### src/hdl/lsf_pkg.sv
/*
  Constants for the link status flags register: offset, field positions,
  reset value and masks.
  Assumes a 16-bit configuration access port addressed by byte offset.
*/
package lsf_pkg;

  // ==========================================================
  // Widths and offset
  localparam int LSF_DATA_W = 16;
  localparam int LSF_ADDR_W = 8;
  localparam logic [LSF_ADDR_W-1:0] LSF_STATUS_OFFSET = 8'h06;

  // ==========================================================
  // Field positions
  localparam int LSF_POISONED_RX_BIT = 15;
  localparam int LSF_ERR_MSG_SENT_BIT = 14;
  localparam int LSF_UNSUP_CPL_RX_BIT = 13;
  localparam int LSF_CA_RX_BIT = 12;
  localparam int LSF_CA_TX_BIT = 11;
  localparam int LSF_DEVSEL_HI_BIT = 10;
  localparam int LSF_DEVSEL_LO_BIT = 9;
  localparam int LSF_DATA_POISON_BIT = 8;
  localparam int LSF_BACK_TO_BACK_BIT = 7;
  localparam int LSF_RSVD6_BIT = 6;
  localparam int LSF_FAST_BUS_BIT = 5;
  localparam int LSF_CAP_CHAIN_BIT = 4;
  localparam int LSF_INT_STATUS_BIT = 3;
  localparam int LSF_HI_BYTE_LANE = 1;

  // ==========================================================
  // Values and masks
  localparam logic [LSF_DATA_W-1:0] LSF_RESET_VALUE = 16'h0010;
  localparam logic [LSF_DATA_W-1:0] LSF_CONST_VALUE = 16'h0010;
  localparam logic [LSF_DATA_W-1:0] LSF_STICKY_MASK = 16'hf900;
  localparam logic [LSF_DATA_W-1:0] LSF_ZERO = 16'h0000;
  localparam logic [1:0] LSF_DEVSEL_VALUE = 2'h0;

endpackage

### src/hdl/lsf_sticky_bank.sv
/*
  Bank of sticky flags: a set input per bit, a clear input per bit.
  Assumes set and clear come from logic on the same clock.
*/
`timescale 1ns/1ps
`default_nettype none

module lsf_sticky_bank #(
  parameter int WIDTH = 16
) (
  // Clock and reset
  input wire logic core_clk_i,
  input wire logic rst_i,
  // Flag control
  input wire logic [WIDTH-1:0] set_i,
  input wire logic [WIDTH-1:0] clear_i,
  // Flag state
  output logic [WIDTH-1:0] flags_o
);

  typedef struct packed {
    logic [WIDTH-1:0] flags;
  } lsf_bank_state_type;

  lsf_bank_state_type state_reg;
  lsf_bank_state_type state_next;

  // ==========================================================
  // Next state
  always_comb begin
    state_next = state_reg;
    // Set wins so an event in the clearing cycle is kept
    state_next.flags = (state_reg.flags & ~clear_i) | set_i;
  end

  always_ff @(posedge core_clk_i or posedge rst_i) begin
    if (rst_i) begin
      state_reg <= '0;
    end else begin
      state_reg <= state_next;
    end
  end

  assign flags_o = state_reg.flags;

endmodule

`default_nettype wire

### src/hdl/lsf_status_reg.sv
/*
  Link status flags register of a PCI Express to PCI bridge function.
  Sticky error flags, hardwired capability bits, configuration access port.
  Assumes event strobes and command enables come from logic on core_clk_i,
  one cycle per event; the command register lives elsewhere.
*/
`timescale 1ns/1ps
`default_nettype none

module lsf_status_reg
  import lsf_pkg::*;
(
  // Clock and reset
  input wire logic core_clk_i,
  input wire logic rst_i,
  // Configuration access
  input wire logic cfg_rd_i,
  input wire logic cfg_wr_i,
  input wire logic [lsf_pkg::LSF_ADDR_W-1:0] cfg_addr_i,
  input wire logic [1:0] cfg_be_i,
  input wire logic [lsf_pkg::LSF_DATA_W-1:0] cfg_wdata_i,
  output logic cfg_hit_o,
  output logic cfg_rvalid_o,
  output logic [lsf_pkg::LSF_DATA_W-1:0] cfg_rdata_o,
  // Command enables
  input wire logic system_error_enable_i,
  input wire logic parity_response_enable_i,
  // Link events
  input wire logic poisoned_tlp_rx_i,
  input wire logic err_msg_tx_i,
  input wire logic cpl_unsupported_rx_i,
  input wire logic cpl_abort_rx_i,
  input wire logic cpl_abort_tx_i,
  input wire logic poisoned_cpl_data_rx_i,
  input wire logic write_poisoned_i,
  // Register value
  output logic [lsf_pkg::LSF_DATA_W-1:0] status_o
);

  import lsf_pkg::*;

  typedef struct packed {
    logic rvalid;
    logic [LSF_DATA_W-1:0] rdata;
  } lsf_port_state_type;

  lsf_port_state_type state_reg;
  lsf_port_state_type state_next;

  logic [LSF_DATA_W-1:0] flag_set;
  logic [LSF_DATA_W-1:0] flag_clear;
  logic [LSF_DATA_W-1:0] flags;
  logic [LSF_DATA_W-1:0] status_value;
  logic hit;

  function automatic logic addr_hit(input logic [LSF_ADDR_W-1:0] addr);
    addr_hit = (addr == LSF_STATUS_OFFSET);
  endfunction

  // ==========================================================
  // Event decode
  always_comb begin
    flag_set = LSF_ZERO;
    flag_set[LSF_POISONED_RX_BIT] = poisoned_tlp_rx_i;
    flag_set[LSF_ERR_MSG_SENT_BIT] = err_msg_tx_i & system_error_enable_i;
    flag_set[LSF_UNSUP_CPL_RX_BIT] = cpl_unsupported_rx_i;
    flag_set[LSF_CA_RX_BIT] = cpl_abort_rx_i;
    flag_set[LSF_CA_TX_BIT] = cpl_abort_tx_i;
    flag_set[LSF_DATA_POISON_BIT] = parity_response_enable_i
                                    & (poisoned_cpl_data_rx_i | write_poisoned_i);
  end

  // ==========================================================
  // Write-one-to-clear; every sticky flag sits in the upper byte lane
  assign hit = addr_hit(cfg_addr_i);
  assign cfg_hit_o = (cfg_rd_i | cfg_wr_i) & hit;

  always_comb begin
    flag_clear = LSF_ZERO;
    if (cfg_wr_i && hit && cfg_be_i[LSF_HI_BYTE_LANE]) begin
      flag_clear = cfg_wdata_i & LSF_STICKY_MASK;
    end
  end

  lsf_sticky_bank #(
    .WIDTH(LSF_DATA_W)
  ) u_flags (
    .core_clk_i(core_clk_i),
    .rst_i(rst_i),
    .set_i(flag_set),
    .clear_i(flag_clear),
    .flags_o(flags)
  );

  // ==========================================================
  // Read value: sticky bits plus constants, writes never reach the rest
  assign status_value = (flags & LSF_STICKY_MASK) | LSF_CONST_VALUE;
  assign status_o = status_value;

  always_comb begin
    state_next = state_reg;
    state_next.rvalid = cfg_rd_i;
    if (cfg_rd_i) begin
      // Unmapped offsets read as zero so the caller may merge other registers
      state_next.rdata = hit ? status_value : LSF_ZERO;
    end
  end

  always_ff @(posedge core_clk_i or posedge rst_i) begin
    if (rst_i) begin
      state_reg <= '0;
    end else begin
      state_reg <= state_next;
    end
  end

  assign cfg_rvalid_o = state_reg.rvalid;
  assign cfg_rdata_o = state_reg.rdata;

  // ==========================================================
  // Checks
  a_poison_rx_set: assert property (@(posedge core_clk_i) disable iff (rst_i)
    poisoned_tlp_rx_i |=> status_o[LSF_POISONED_RX_BIT])
    else $error("poisoned TLP did not set flag");

  a_err_msg_gate: assert property (@(posedge core_clk_i) disable iff (rst_i)
    !$past(status_o[LSF_ERR_MSG_SENT_BIT]) && status_o[LSF_ERR_MSG_SENT_BIT]
    |-> $past(err_msg_tx_i) && $past(system_error_enable_i))
    else $error("error message flag set without enabled cause");

  a_err_msg_set: assert property (@(posedge core_clk_i) disable iff (rst_i)
    err_msg_tx_i && system_error_enable_i |=> status_o[LSF_ERR_MSG_SENT_BIT])
    else $error("error message flag not set");

  a_unsup_cpl_set: assert property (@(posedge core_clk_i) disable iff (rst_i)
    cpl_unsupported_rx_i |=> status_o[LSF_UNSUP_CPL_RX_BIT])
    else $error("unsupported completion flag not set");

  a_abort_rx_set: assert property (@(posedge core_clk_i) disable iff (rst_i)
    cpl_abort_rx_i |=> status_o[LSF_CA_RX_BIT])
    else $error("received abort flag not set");

  a_abort_tx_set: assert property (@(posedge core_clk_i) disable iff (rst_i)
    cpl_abort_tx_i |=> status_o[LSF_CA_TX_BIT])
    else $error("signaled abort flag not set");

  a_data_poison_gate: assert property (@(posedge core_clk_i) disable iff (rst_i)
    !$past(status_o[LSF_DATA_POISON_BIT]) && status_o[LSF_DATA_POISON_BIT]
    |-> $past(parity_response_enable_i)
        && ($past(poisoned_cpl_data_rx_i) || $past(write_poisoned_i)))
    else $error("data poison flag set without enabled cause");

  a_data_poison_set: assert property (@(posedge core_clk_i) disable iff (rst_i)
    parity_response_enable_i && (poisoned_cpl_data_rx_i || write_poisoned_i)
    |=> status_o[LSF_DATA_POISON_BIT])
    else $error("data poison flag not set");

  a_const_fields: assert property (@(posedge core_clk_i) disable iff (rst_i)
    status_o[LSF_DEVSEL_HI_BIT:LSF_DEVSEL_LO_BIT] == LSF_DEVSEL_VALUE
    && !status_o[LSF_BACK_TO_BACK_BIT] && !status_o[LSF_FAST_BUS_BIT]
    && !status_o[LSF_INT_STATUS_BIT])
    else $error("hardwired field not zero");

  a_cap_chain_one: assert property (@(posedge core_clk_i) disable iff (rst_i)
    cfg_rd_i && hit |=> cfg_rvalid_o && cfg_rdata_o[LSF_CAP_CHAIN_BIT])
    else $error("capability chain bit not read as one");

  a_reserved_zero: assert property (@(posedge core_clk_i) disable iff (rst_i)
    cfg_rvalid_o |-> !cfg_rdata_o[LSF_RSVD6_BIT] && cfg_rdata_o[2:0] == 3'h0)
    else $error("reserved bits not zero");

  a_clear_one: assert property (@(posedge core_clk_i) disable iff (rst_i)
    cfg_wr_i && hit && cfg_be_i[LSF_HI_BYTE_LANE]
    && cfg_wdata_i[LSF_CA_TX_BIT] && !cpl_abort_tx_i
    |=> !status_o[LSF_CA_TX_BIT])
    else $error("write one did not clear flag");

  a_sticky_hold: assert property (@(posedge core_clk_i) disable iff (rst_i)
    status_o[LSF_POISONED_RX_BIT]
    && !(cfg_wr_i && hit && cfg_be_i[LSF_HI_BYTE_LANE] && cfg_wdata_i[LSF_POISONED_RX_BIT])
    |=> status_o[LSF_POISONED_RX_BIT])
    else $error("sticky flag lost without clear");

  a_reset_value: assert property (@(posedge core_clk_i)
    $fell(rst_i) |-> status_o == LSF_RESET_VALUE)
    else $error("reset value wrong");

  a_rvalid_pulse: assert property (@(posedge core_clk_i) disable iff (rst_i)
    cfg_rd_i |=> cfg_rvalid_o)
    else $error("read not answered next cycle");

  a_rvalid_single: assert property (@(posedge core_clk_i) disable iff (rst_i)
    !cfg_rd_i |=> !cfg_rvalid_o)
    else $error("read valid without a read");

  a_rdata_hold: assert property (@(posedge core_clk_i) disable iff (rst_i)
    !cfg_rd_i |=> $stable(cfg_rdata_o))
    else $error("read data changed without a read");

  a_miss_read_zero: assert property (@(posedge core_clk_i) disable iff (rst_i)
    cfg_rd_i && !hit |=> cfg_rdata_o == LSF_ZERO)
    else $error("unmapped read not zero");

  a_set_wins_clear: assert property (@(posedge core_clk_i) disable iff (rst_i)
    cpl_abort_rx_i && cfg_wr_i && hit && cfg_be_i[LSF_HI_BYTE_LANE]
    && cfg_wdata_i[LSF_CA_RX_BIT] |=> status_o[LSF_CA_RX_BIT])
    else $error("event lost to a clear in the same cycle");

  a_low_lane_keeps: assert property (@(posedge core_clk_i) disable iff (rst_i)
    cfg_wr_i && !cfg_be_i[LSF_HI_BYTE_LANE] && status_o[LSF_CA_RX_BIT]
    |=> status_o[LSF_CA_RX_BIT])
    else $error("low lane write cleared a flag");

endmodule

`default_nettype wire

### config.mk
export PLATFORM = sky130hd
export DESIGN_NAME = lsf_status_reg
export DESIGN_NICKNAME = d
export VERILOG_FILES = /design/src/hdl/lsf_pkg.sv /design/src/hdl/lsf_sticky_bank.sv /design/src/hdl/lsf_status_reg.sv
export SDC_FILE = /design/constraint.sdc
export NUM_CORES = 1
export LEC_CHECK = 0
export ABC_AREA = 1
export BUFFER_PORTS_ARGS = -buffer_cell sky130_fd_sc_hd__buf_2
export CORE_ASPECT_RATIO = 1.4
export CORE_MARGIN = 4
export CORE_UTILIZATION = 36
export DETAILED_ROUTE_END_ITERATION = 8
export HOLD_SLACK_MARGIN = 0.02
export PLACE_DENSITY = 0.79
export SLEW_MARGIN = 25
export SYNTH_ARGS = -nofsm -noshare
export SYNTH_HDL_FRONTEND = slang
export SYNTH_SLANG_ARGS = --single-unit
export TNS_END_PERCENT = 50
### constraint.sdc
create_clock -name core_clk_i -period 1.1 [get_ports core_clk_i]
set_clock_uncertainty 0.2 [all_clocks]
set_input_delay 0.055 -clock core_clk_i [delete_from_list [all_inputs] [get_ports core_clk_i]]
set_output_delay 0.055 -clock core_clk_i [all_outputs]
set_load 0.02 [all_outputs]
==> results.ini, run 1 <==
[clock_tree]
cts_tree=yes
clockRootBuffer=clkbuf_4
insertion_delay_ps=280
clk_transition_reported_paths_ps=80
htreeDepth=1
cts.path.max_buffers=2
cts_sinks=14
numCtsBuffers=3
holdBufCountCts=17

[detailed_routing]
top_layer=met4
drt_iter0_markers=25
vias=836
drc_errors=0
wl_per_cell_um=12.6
wirelength_um=2310
wl_met1_um=764
ant_nets=0
wl_met3_um=227
drt_pre_antenna_iters=4
via_per_inst=4.57
wl_met2_um=1200

[finish]
stdcell_area_mm2=0.00124
fin_util_pct=62.1
diodes=0
drive_gt1_share_pct=37.0
fin_nets=203
final_cell_mix=33 x buf_2, 19 x conb_1, 18 x nand2_1
layout_commonest_cell=buf_2
area_growth_pct=60.4

[worst_setup_path]
critPathKind=reg -> out
arrival_ps=870
end_kind=primary output
slowest_delay_ps=430
reg2reg_from=u_flags.flags_o[14]
crit_family=flip-flops
crit_chain=buf_6
critPathRequiredTime_ps=840
crit_buf_inv=1
worstPathMaxFanout=3
worstSetupStartpointType=flip-flop
r2r_cells=3
crit_path_top_delay_cell=dfrtp_1
rrSetupSlack_ps=60
r2r_end=cfg_rdata_o[14]

[global_routing]
grt_use_total_pct=15.4
grt_overflow_total=0
grt_pass1_wl_um=3350
grt_max_degree=16
grt_pass1_vias=810
antenna_found_initial=0

[sta]
grt_setup_unrepaired=yes
slew_headroom_pct=65.4
final_hold_viol_count=14
setup_viol=2
drv_slew=0
whs_ps=-196
fmax_mhz=888
post-route-period-util_pct=102
period_minus_slack_ps=1130
layout_setup_ws_ps=-26.5
worst_slew_pin_slew_ps=518

[floorplanning]
dieHeight_um=62.8
ios=73
core_area_mm2=0.00200
die_area_mm2=0.00296
start_util_pct=38.7
die_w_um=47.2
row_count=19

[power_and_ir_drop]
powerDensity_mw_per_mm2=814
total_power_uw=1010
leakagePower_uw=0.000673
ir_drop_uv=712

[status]
violations=hold timing, setup timing
outcome=complete, but fails checks

[logic_synthesis]
syn_inst=93
syn_area_um2=773
seq_area_frac_synth_pct=45.3
avgSynthCellArea_um2=8.31
yosys_warnings=0
ys_ff_latch=14
synth.distinct_cells=14

[job]
max_cap_violations=0

[placement]
gp_routability_congestion=0.718
port_buffers=42
dp_hpwl_um=1370
place_area_um2=923

[worst_hold_path]
min_path_type=in -> reg
hold_end=cfg_rvalid_o
worstHoldPathCells=1
min_from=cfg_rd_i

==> what timing repair did <==
| action | 4_1_cts | 5_1_grt |
|---|---|---|
| setup endpoints to repair | 7 | 16 |
| buffers inserted | 4 | 6 |
| pin swaps | 1 | 1 |
| gates resized for setup | 0 | 16 |
| gates cloned | 0 | 0 |
| endpoints found under the hold margin | 28 | 14 |
==> registers in the layout, indices dropped and copies added (netlist names) <==
register,count
cfg_rdata_o,7
u_flags.flags_o,6
cfg_rvalid_o,1
==> cell type report <==
type	count	area (um^2)
fillers	174	757
clock buffers	3	22.5
multi-input cells	62	280
flip-flops and latches	14	350
well taps	21	26.3
repair buffers	70	512
inverters	13	48.8
==> cell usage after synthesis, drive strengths merged <==
cell    instances  area (um^2)
nand2          19         73.8
conb            2         7.51
dfrtp          14          350
buf            20          154
nor2            4         27.5
o21ai           8         40.0
inv            13         48.8
nand3           6         30.0
clkbuf          1         3.75
nand4           6         37.5
==> layer usage <==
layer | up-vias | GRT usage, %
met3 | 12 | 5.19
met1 | 382 | 16.7
met2 | 50 | 24.7
met5 | - | 0
met4 | 0 | 9.00
li1 | 392 | -
==> cells by family after synthesis <==
group	synth area share, %
AND/OR/NAND/NOR	21.8
buffers and inverters	26.7
flip-flops	45.3
AO/OA/AOI/OAI	5.18
other	0.971
==> report_power, final <==
part	leakage, uW	switching (uW)	internal [uW]
combinational	0.000498	119	83.6
clock	0.0000138	161	127
sequential	0.000162	1.17	517
==> metrics by stage <==
stage	hold WS (ps)	worst slack, ps	std cells	TNS, ps
after global placement	-103	-82.7	153	-441
final	-196	-26.5	183	-33.2
after floorplan	-256	132	110	0
after global routing	-193	-41.0	183	-208
after detailed placement	-84.8	-107	153	-781
after CTS	-200	-11.6	177	-35.8
==> worst max path at each step <==
stage                   startpoint                   to  slack, ps  depth (start not counted)
2_1_floorplan        cfg_addr_i[5]  u_flags.flags_o[13]        130                          7
3_3_place_gp         cfg_addr_i[5]            cfg_hit_o        -80                          7
3_5_place_dp         cfg_addr_i[5]            cfg_hit_o       -110                          7
4_1_cts         u_flags.flags_o[8]          status_o[8]        -10                          1
5_1_grt        u_flags.flags_o[14]         status_o[14]        -40                          1
6_report       u_flags.flags_o[14]         status_o[14]        -30                          1
No activity file was read; power rests on OpenSTA's default activity.
==> run 2: changes to the inputs <==
- CORE_UTILIZATION: 36 -> 32
- PLACE_DENSITY: 0.79 -> 0.74
- clock period: 1.1 -> 0.9 ns (I/O delays scaled with it)
==> results.ini, run 2 (synthesis gave the netlist of run 1 again) <==
[worst_setup_path]
critPathKind=reg -> out
crit_family=flip-flops
worstPathMaxFanout=2  ; -1
worstSetupStartpointType=flip-flop
critPathRequiredTime_ps=650  ; -190 ps
crit_buf_inv=1  ; unchanged
slowest_delay_ps=430  ; about the same
crit_path_top_delay_cell=dfrtp_2
end_kind=primary output
rrSetupSlack_ps=-120  ; -180 ps
crit_chain=buf_6
arrival_ps=840  ; -30 ps

[global_routing]
grt_pass1_wl_um=3420  ; +2.1%
grt_pass1_vias=816  ; +0.74%
grt_max_degree=16  ; unchanged
grt_overflow_total=0  ; unchanged
antenna_found_initial=0  ; unchanged
grt_use_total_pct=13.7  ; -1.7 points

[floorplanning]
core_area_mm2=0.00225  ; +13%
ios=73  ; unchanged
die_w_um=49.5  ; +5.0%
die_area_mm2=0.00328  ; +11%
start_util_pct=34.3  ; -4.4 points
row_count=20  ; +1
dieHeight_um=66.2  ; +5.3%

[worst_hold_path]
min_path_type=in -> reg

[placement]
dp_hpwl_um=1550  ; +13%
dpl_worst_slack_ps=-236  ; -128 ps
gp_routability_congestion=0.681  ; -5.2%
port_buffers=42  ; unchanged

[finish]
seq_area_um2=352  ; +0.36%
drive_gt1_share_pct=51.9  ; +15 points
multi_input_area_um2=350  ; +25%
fin_util_pct=59.7  ; -2.4 points
layout_commonest_cell=buf_2
largest_reg_flops=7  ; unchanged
diodes=0  ; unchanged
fillers=212  ; +22%
final_cell_mix=25 x buf_2, 22 x buf_6, 19 x conb_1
fin_nets=198  ; -2.5%
area_growth_pct=73.9

[detailed_routing]
wl_per_cell_um=11.9  ; -5.7%
via_per_inst=4.27  ; -6.6%
drt_iter0_markers=4  ; -84%
wirelength_um=2140  ; -7.3%
drc_errors=0  ; unchanged
vias=768  ; -8.1%
drt_pre_antenna_iters=2  ; -2
ant_nets=0  ; unchanged

[clock_tree]
clockRootBuffer=clkbuf_4
cts.path.max_buffers=2  ; unchanged
htreeDepth=1  ; unchanged
clk_transition_reported_paths_ps=90  ; about the same
cts_tree=yes
insertion_delay_ps=270  ; about the same
cts_sinks=14  ; unchanged
holdBufCountCts=9  ; -8
numCtsBuffers=3  ; unchanged

[sta]
grt_setup_unrepaired=yes
fmax_mhz=923
drv_slew=0  ; unchanged
post-route-period-util_pct=120
period_minus_slack_ps=1080
setup_viol=28  ; +26
layout_setup_ws_ps=-183  ; -157 ps
final_hold_viol_count=14  ; unchanged
whs_ps=-207  ; -11.2 ps

[power_and_ir_drop]
total_power_uw=1330  ; +32%
powerDensity_mw_per_mm2=986  ; +21%
ir_drop_uv=617  ; -13%
leakagePower_uw=0.000687  ; +2.1%

[status]
violations=hold timing, setup timing
outcome=complete, but fails checks

[job]
max_cap_violations=0  ; unchanged

==> run 2: path summary, 6_finish.rpt <==
check / start / to / cells after the start
min in group asynchronous: rst_i / cfg_rdata_o[4] / 4
worst min-delay path: poisoned_cpl_data_rx_i / u_flags.flags_o[8] / 3
worst min register to register: cfg_rdata_o[11] / cfg_rdata_o[11] / 2
max in group asynchronous: rst_i / u_flags.flags_o[11] / 4
worst max-delay path: u_flags.flags_o[11] / status_o[11] / 1
worst max register to register: u_flags.flags_o[13] / cfg_rdata_o[13] / 3
==> run 2: timing repair <==
action,4_1_cts,5_1_grt
setup endpoints to repair,18,28
pin swaps,9,1
setup buffers,11,0
resized for setup,40,18
hold endpoints to repair,28,14
==> run 2: metrics by stage <==
step                      cell area, um^2  setup TNS [ps]  instances  hold WS (ps)
after detailed placement              956           -2710        156          -146
after global placement                956           -2300        156          -158
after CTS                            1290           -3290        180          -205
after floorplan                       853            -316        110          -266
after global routing                 1350           -4010        180          -175
final                                1350           -3130        180          -207
==> run 2: final cells by class <==
cell class | instances | share of cell area [%]
timing repair buffer | 65 | 39.4
clock buffer | 4 | 2.70
multi-input combinational | 62 | 26.0
inverter | 13 | 3.63
tap | 22 | 2.05
sequential | 14 | 26.1
==> run 2: power by group <==
| group | internal, uW | total (uW) | switching, uW |
|---|---|---|---|
| Combinational | 96.3 | 246 | 149 |
| Clock | 246 | 447 | 201 |
| Sequential | 632 | 634 | 2.09 |
==> run 2: layer usage <==
| layer | vias up | wire, um | global-route usage, % |
|---|---|---|---|
| li1 | 383 | - | - |
| met1 | 342 | 694 | 13.5 |
| met2 | 41 | 1220 | 26.2 |
| met3 | 2 | 209 | 4.29 |
| met4 | 0 | 10 | 5.19 |
| met5 | - | 0 | 0 |
==> run 3: changes to the inputs <==
- CORE_ASPECT_RATIO: 1.4 -> 1.5
- CTS_CLUSTER_DIAMETER: not set -> 30
- SLEW_MARGIN: 25 -> not set
==> results.ini, run 3 (synthesis gave the netlist of run 1 again) <==
[power_and_ir_drop]
ir_drop_uv=589  ; -4.5%
powerDensity_mw_per_mm2=996  ; +0.95%
clkPwrFrac_pct=34.0  ; +0.3 points
p_comb_share_pct=18.7  ; +0.2 points
total_power_uw=1340  ; +0.85%
seqPwrFrac_pct=47.4  ; -0.4 points
power.switching_uw=360  ; +2.2%
p_sw_share_pct=26.9  ; +0.35 points
intPower_uw=978  ; +0.37%
leakagePower_uw=0.000693  ; +0.83%

[finish]
area_growth_pct=73.8  ; about the same
drive_gt1_share_pct=50.6  ; -1.3 points
final_cell_mix=24 x buf_2, 21 x buf_6, 19 x conb_1
diodes=0  ; unchanged
fin_nets=200  ; +1.0%
layout_commonest_cell=buf_2
fin_util_pct=59.5  ; -0.25 points
largest_reg_flops=7  ; unchanged

[worst_setup_path]
crit_buf_inv=1  ; unchanged
crit_chain=buf_6
crit_family=flip-flops
slowest_delay_ps=420  ; about the same
crit_path_top_delay_cell=dfrtp_1
worstSetupStartpointType=flip-flop
critPathRequiredTime_ps=650  ; about the same
critPathKind=reg -> out
end_kind=primary output
worstPathMaxFanout=2  ; unchanged
arrival_ps=840  ; about the same

[clock_tree]
cts.path.max_buffers=2  ; unchanged
holdBufCountCts=9  ; unchanged
insertion_delay_ps=290  ; +20 ps
cts_sinks=14  ; unchanged
clockRootBuffer=clkbuf_4
clk_transition_reported_paths_ps=80  ; about the same
cts_tree=yes
numCtsBuffers=3  ; unchanged
htreeDepth=1  ; unchanged

[sta]
grt_setup_unrepaired=yes
layout_setup_ws_ps=-189  ; -5.43 ps
final_hold_viol_count=14  ; unchanged
whs_ps=-212  ; -4.61 ps
fmax_mhz=919  ; -0.50%
setup_viol=27  ; -3.6%
drv_slew=0  ; unchanged
post-route-period-util_pct=121  ; +0.60 points
period_minus_slack_ps=1090  ; +5.43 ps
final.setup.tns_ps=-3220  ; -95.7 ps

[status]
outcome=complete, but fails checks
violations=hold timing, setup timing

[placement]
port_buffers=42  ; unchanged
dpl_worst_slack_ps=-235  ; +0.914 ps
gp_routability_congestion=0.697  ; +2.4%
dp_hpwl_um=1440  ; -6.8%

[floorplanning]
dieHeight_um=68.2  ; +3.1%
core_area_mm2=0.00226  ; +0.33%
ios=73  ; unchanged
die_w_um=48.1  ; -2.8%
start_util_pct=34.2  ; -0.11 points
row_count=21  ; +5.0%
die_area_mm2=0.00328  ; +0.16%

[detailed_routing]
ant_nets=0  ; unchanged
via_per_inst=4.38  ; +2.6%
wl_per_cell_um=11.9  ; +0.20%
drt_iter0_markers=9  ; +5
drc_errors=0  ; unchanged
drt_pre_antenna_iters=4  ; +2
wirelength_um=2180  ; +1.9%
vias=801  ; +4.3%

[global_routing]
grt_use_total_pct=14.8  ; +1.1 points
grt_pass1_wl_um=3330  ; -2.4%
grt_pass1_vias=807  ; -1.1%
antenna_found_initial=0  ; unchanged
grt_overflow_total=0  ; unchanged
grt_max_degree=16  ; unchanged

[worst_hold_path]
min_path_type=in -> reg

[job]
max_cap_violations=0  ; unchanged

[run 3: cell type report]
class	count	area [um^2]
clock buffers	4	36.3
fillers	202	916
inverters	13	48.8
multi-input cells	62	334
flip-flops and latches	14	352
well taps	23	28.8
repair buffers	67	544
[run 3: repair_timing]
| action | in CTS | in global routing |
|---|---|---|
| setup buffers | 10 | 3 |
| setup endpoints to repair | 17 | 27 |
| pin swaps | 10 | 0 |
| gates resized for setup | 36 | 16 |
| hold endpoints to repair | 28 | 14 |
[run 3: power by group through the flow]
stage | clock, uW | combinational, uW | sequential [uW]
global placement | 0 | 187 | 646
floorplan | 0 | 167 | 651
global route | 502 | 276 | 634
detailed placement | 0 | 191 | 646
finish | 454 | 250 | 634
CTS | 464 | 241 | 633
[run 3: stage by stage]
step,cell area [um^2],instances
2_1_floorplan,853,110
3_3_place_gp,957,157
3_5_place_dp,957,157
4_1_cts,1280,180
5_1_grt,1340,183
6_report,1340,183
[run 3: tightest hold or removal path, cell delays in order]
cell and delay [ps]:
buf_2 70, o21ai_0 70, nand2_1 60
[run 3: metal layers]
metal | global-route usage (%) | vias up | share of wire [%]
met5 | 0 | - | 0
met4 | 7.07 | 0 | 2.1
met3 | 3.95 | 5 | 8.4
met2 | 27.8 | 42 | 58
met1 | 13.8 | 369 | 31
li1 | - | 385 | -
[run 3: final timing paths]
| check | cells past startpoint | start | end | slack (ps) |
|---|---|---|---|---|
| worst max-delay path | 1 | u_flags.flags_o[12] | status_o[12] | -190 |
| worst min-delay path | 3 | poisoned_cpl_data_rx_i | u_flags.flags_o[8] | -210 |
| worst max register to register | 3 | u_flags.flags_o[15] | cfg_rdata_o[15] | -140 |
| worst min register to register | 2 | cfg_rdata_o[11] | cfg_rdata_o[11] | 330 |
| max in group asynchronous | 4 | rst_i | u_flags.flags_o[11] | 230 |
| min in group asynchronous | 4 | rst_i | cfg_rdata_o[8] | 90 |
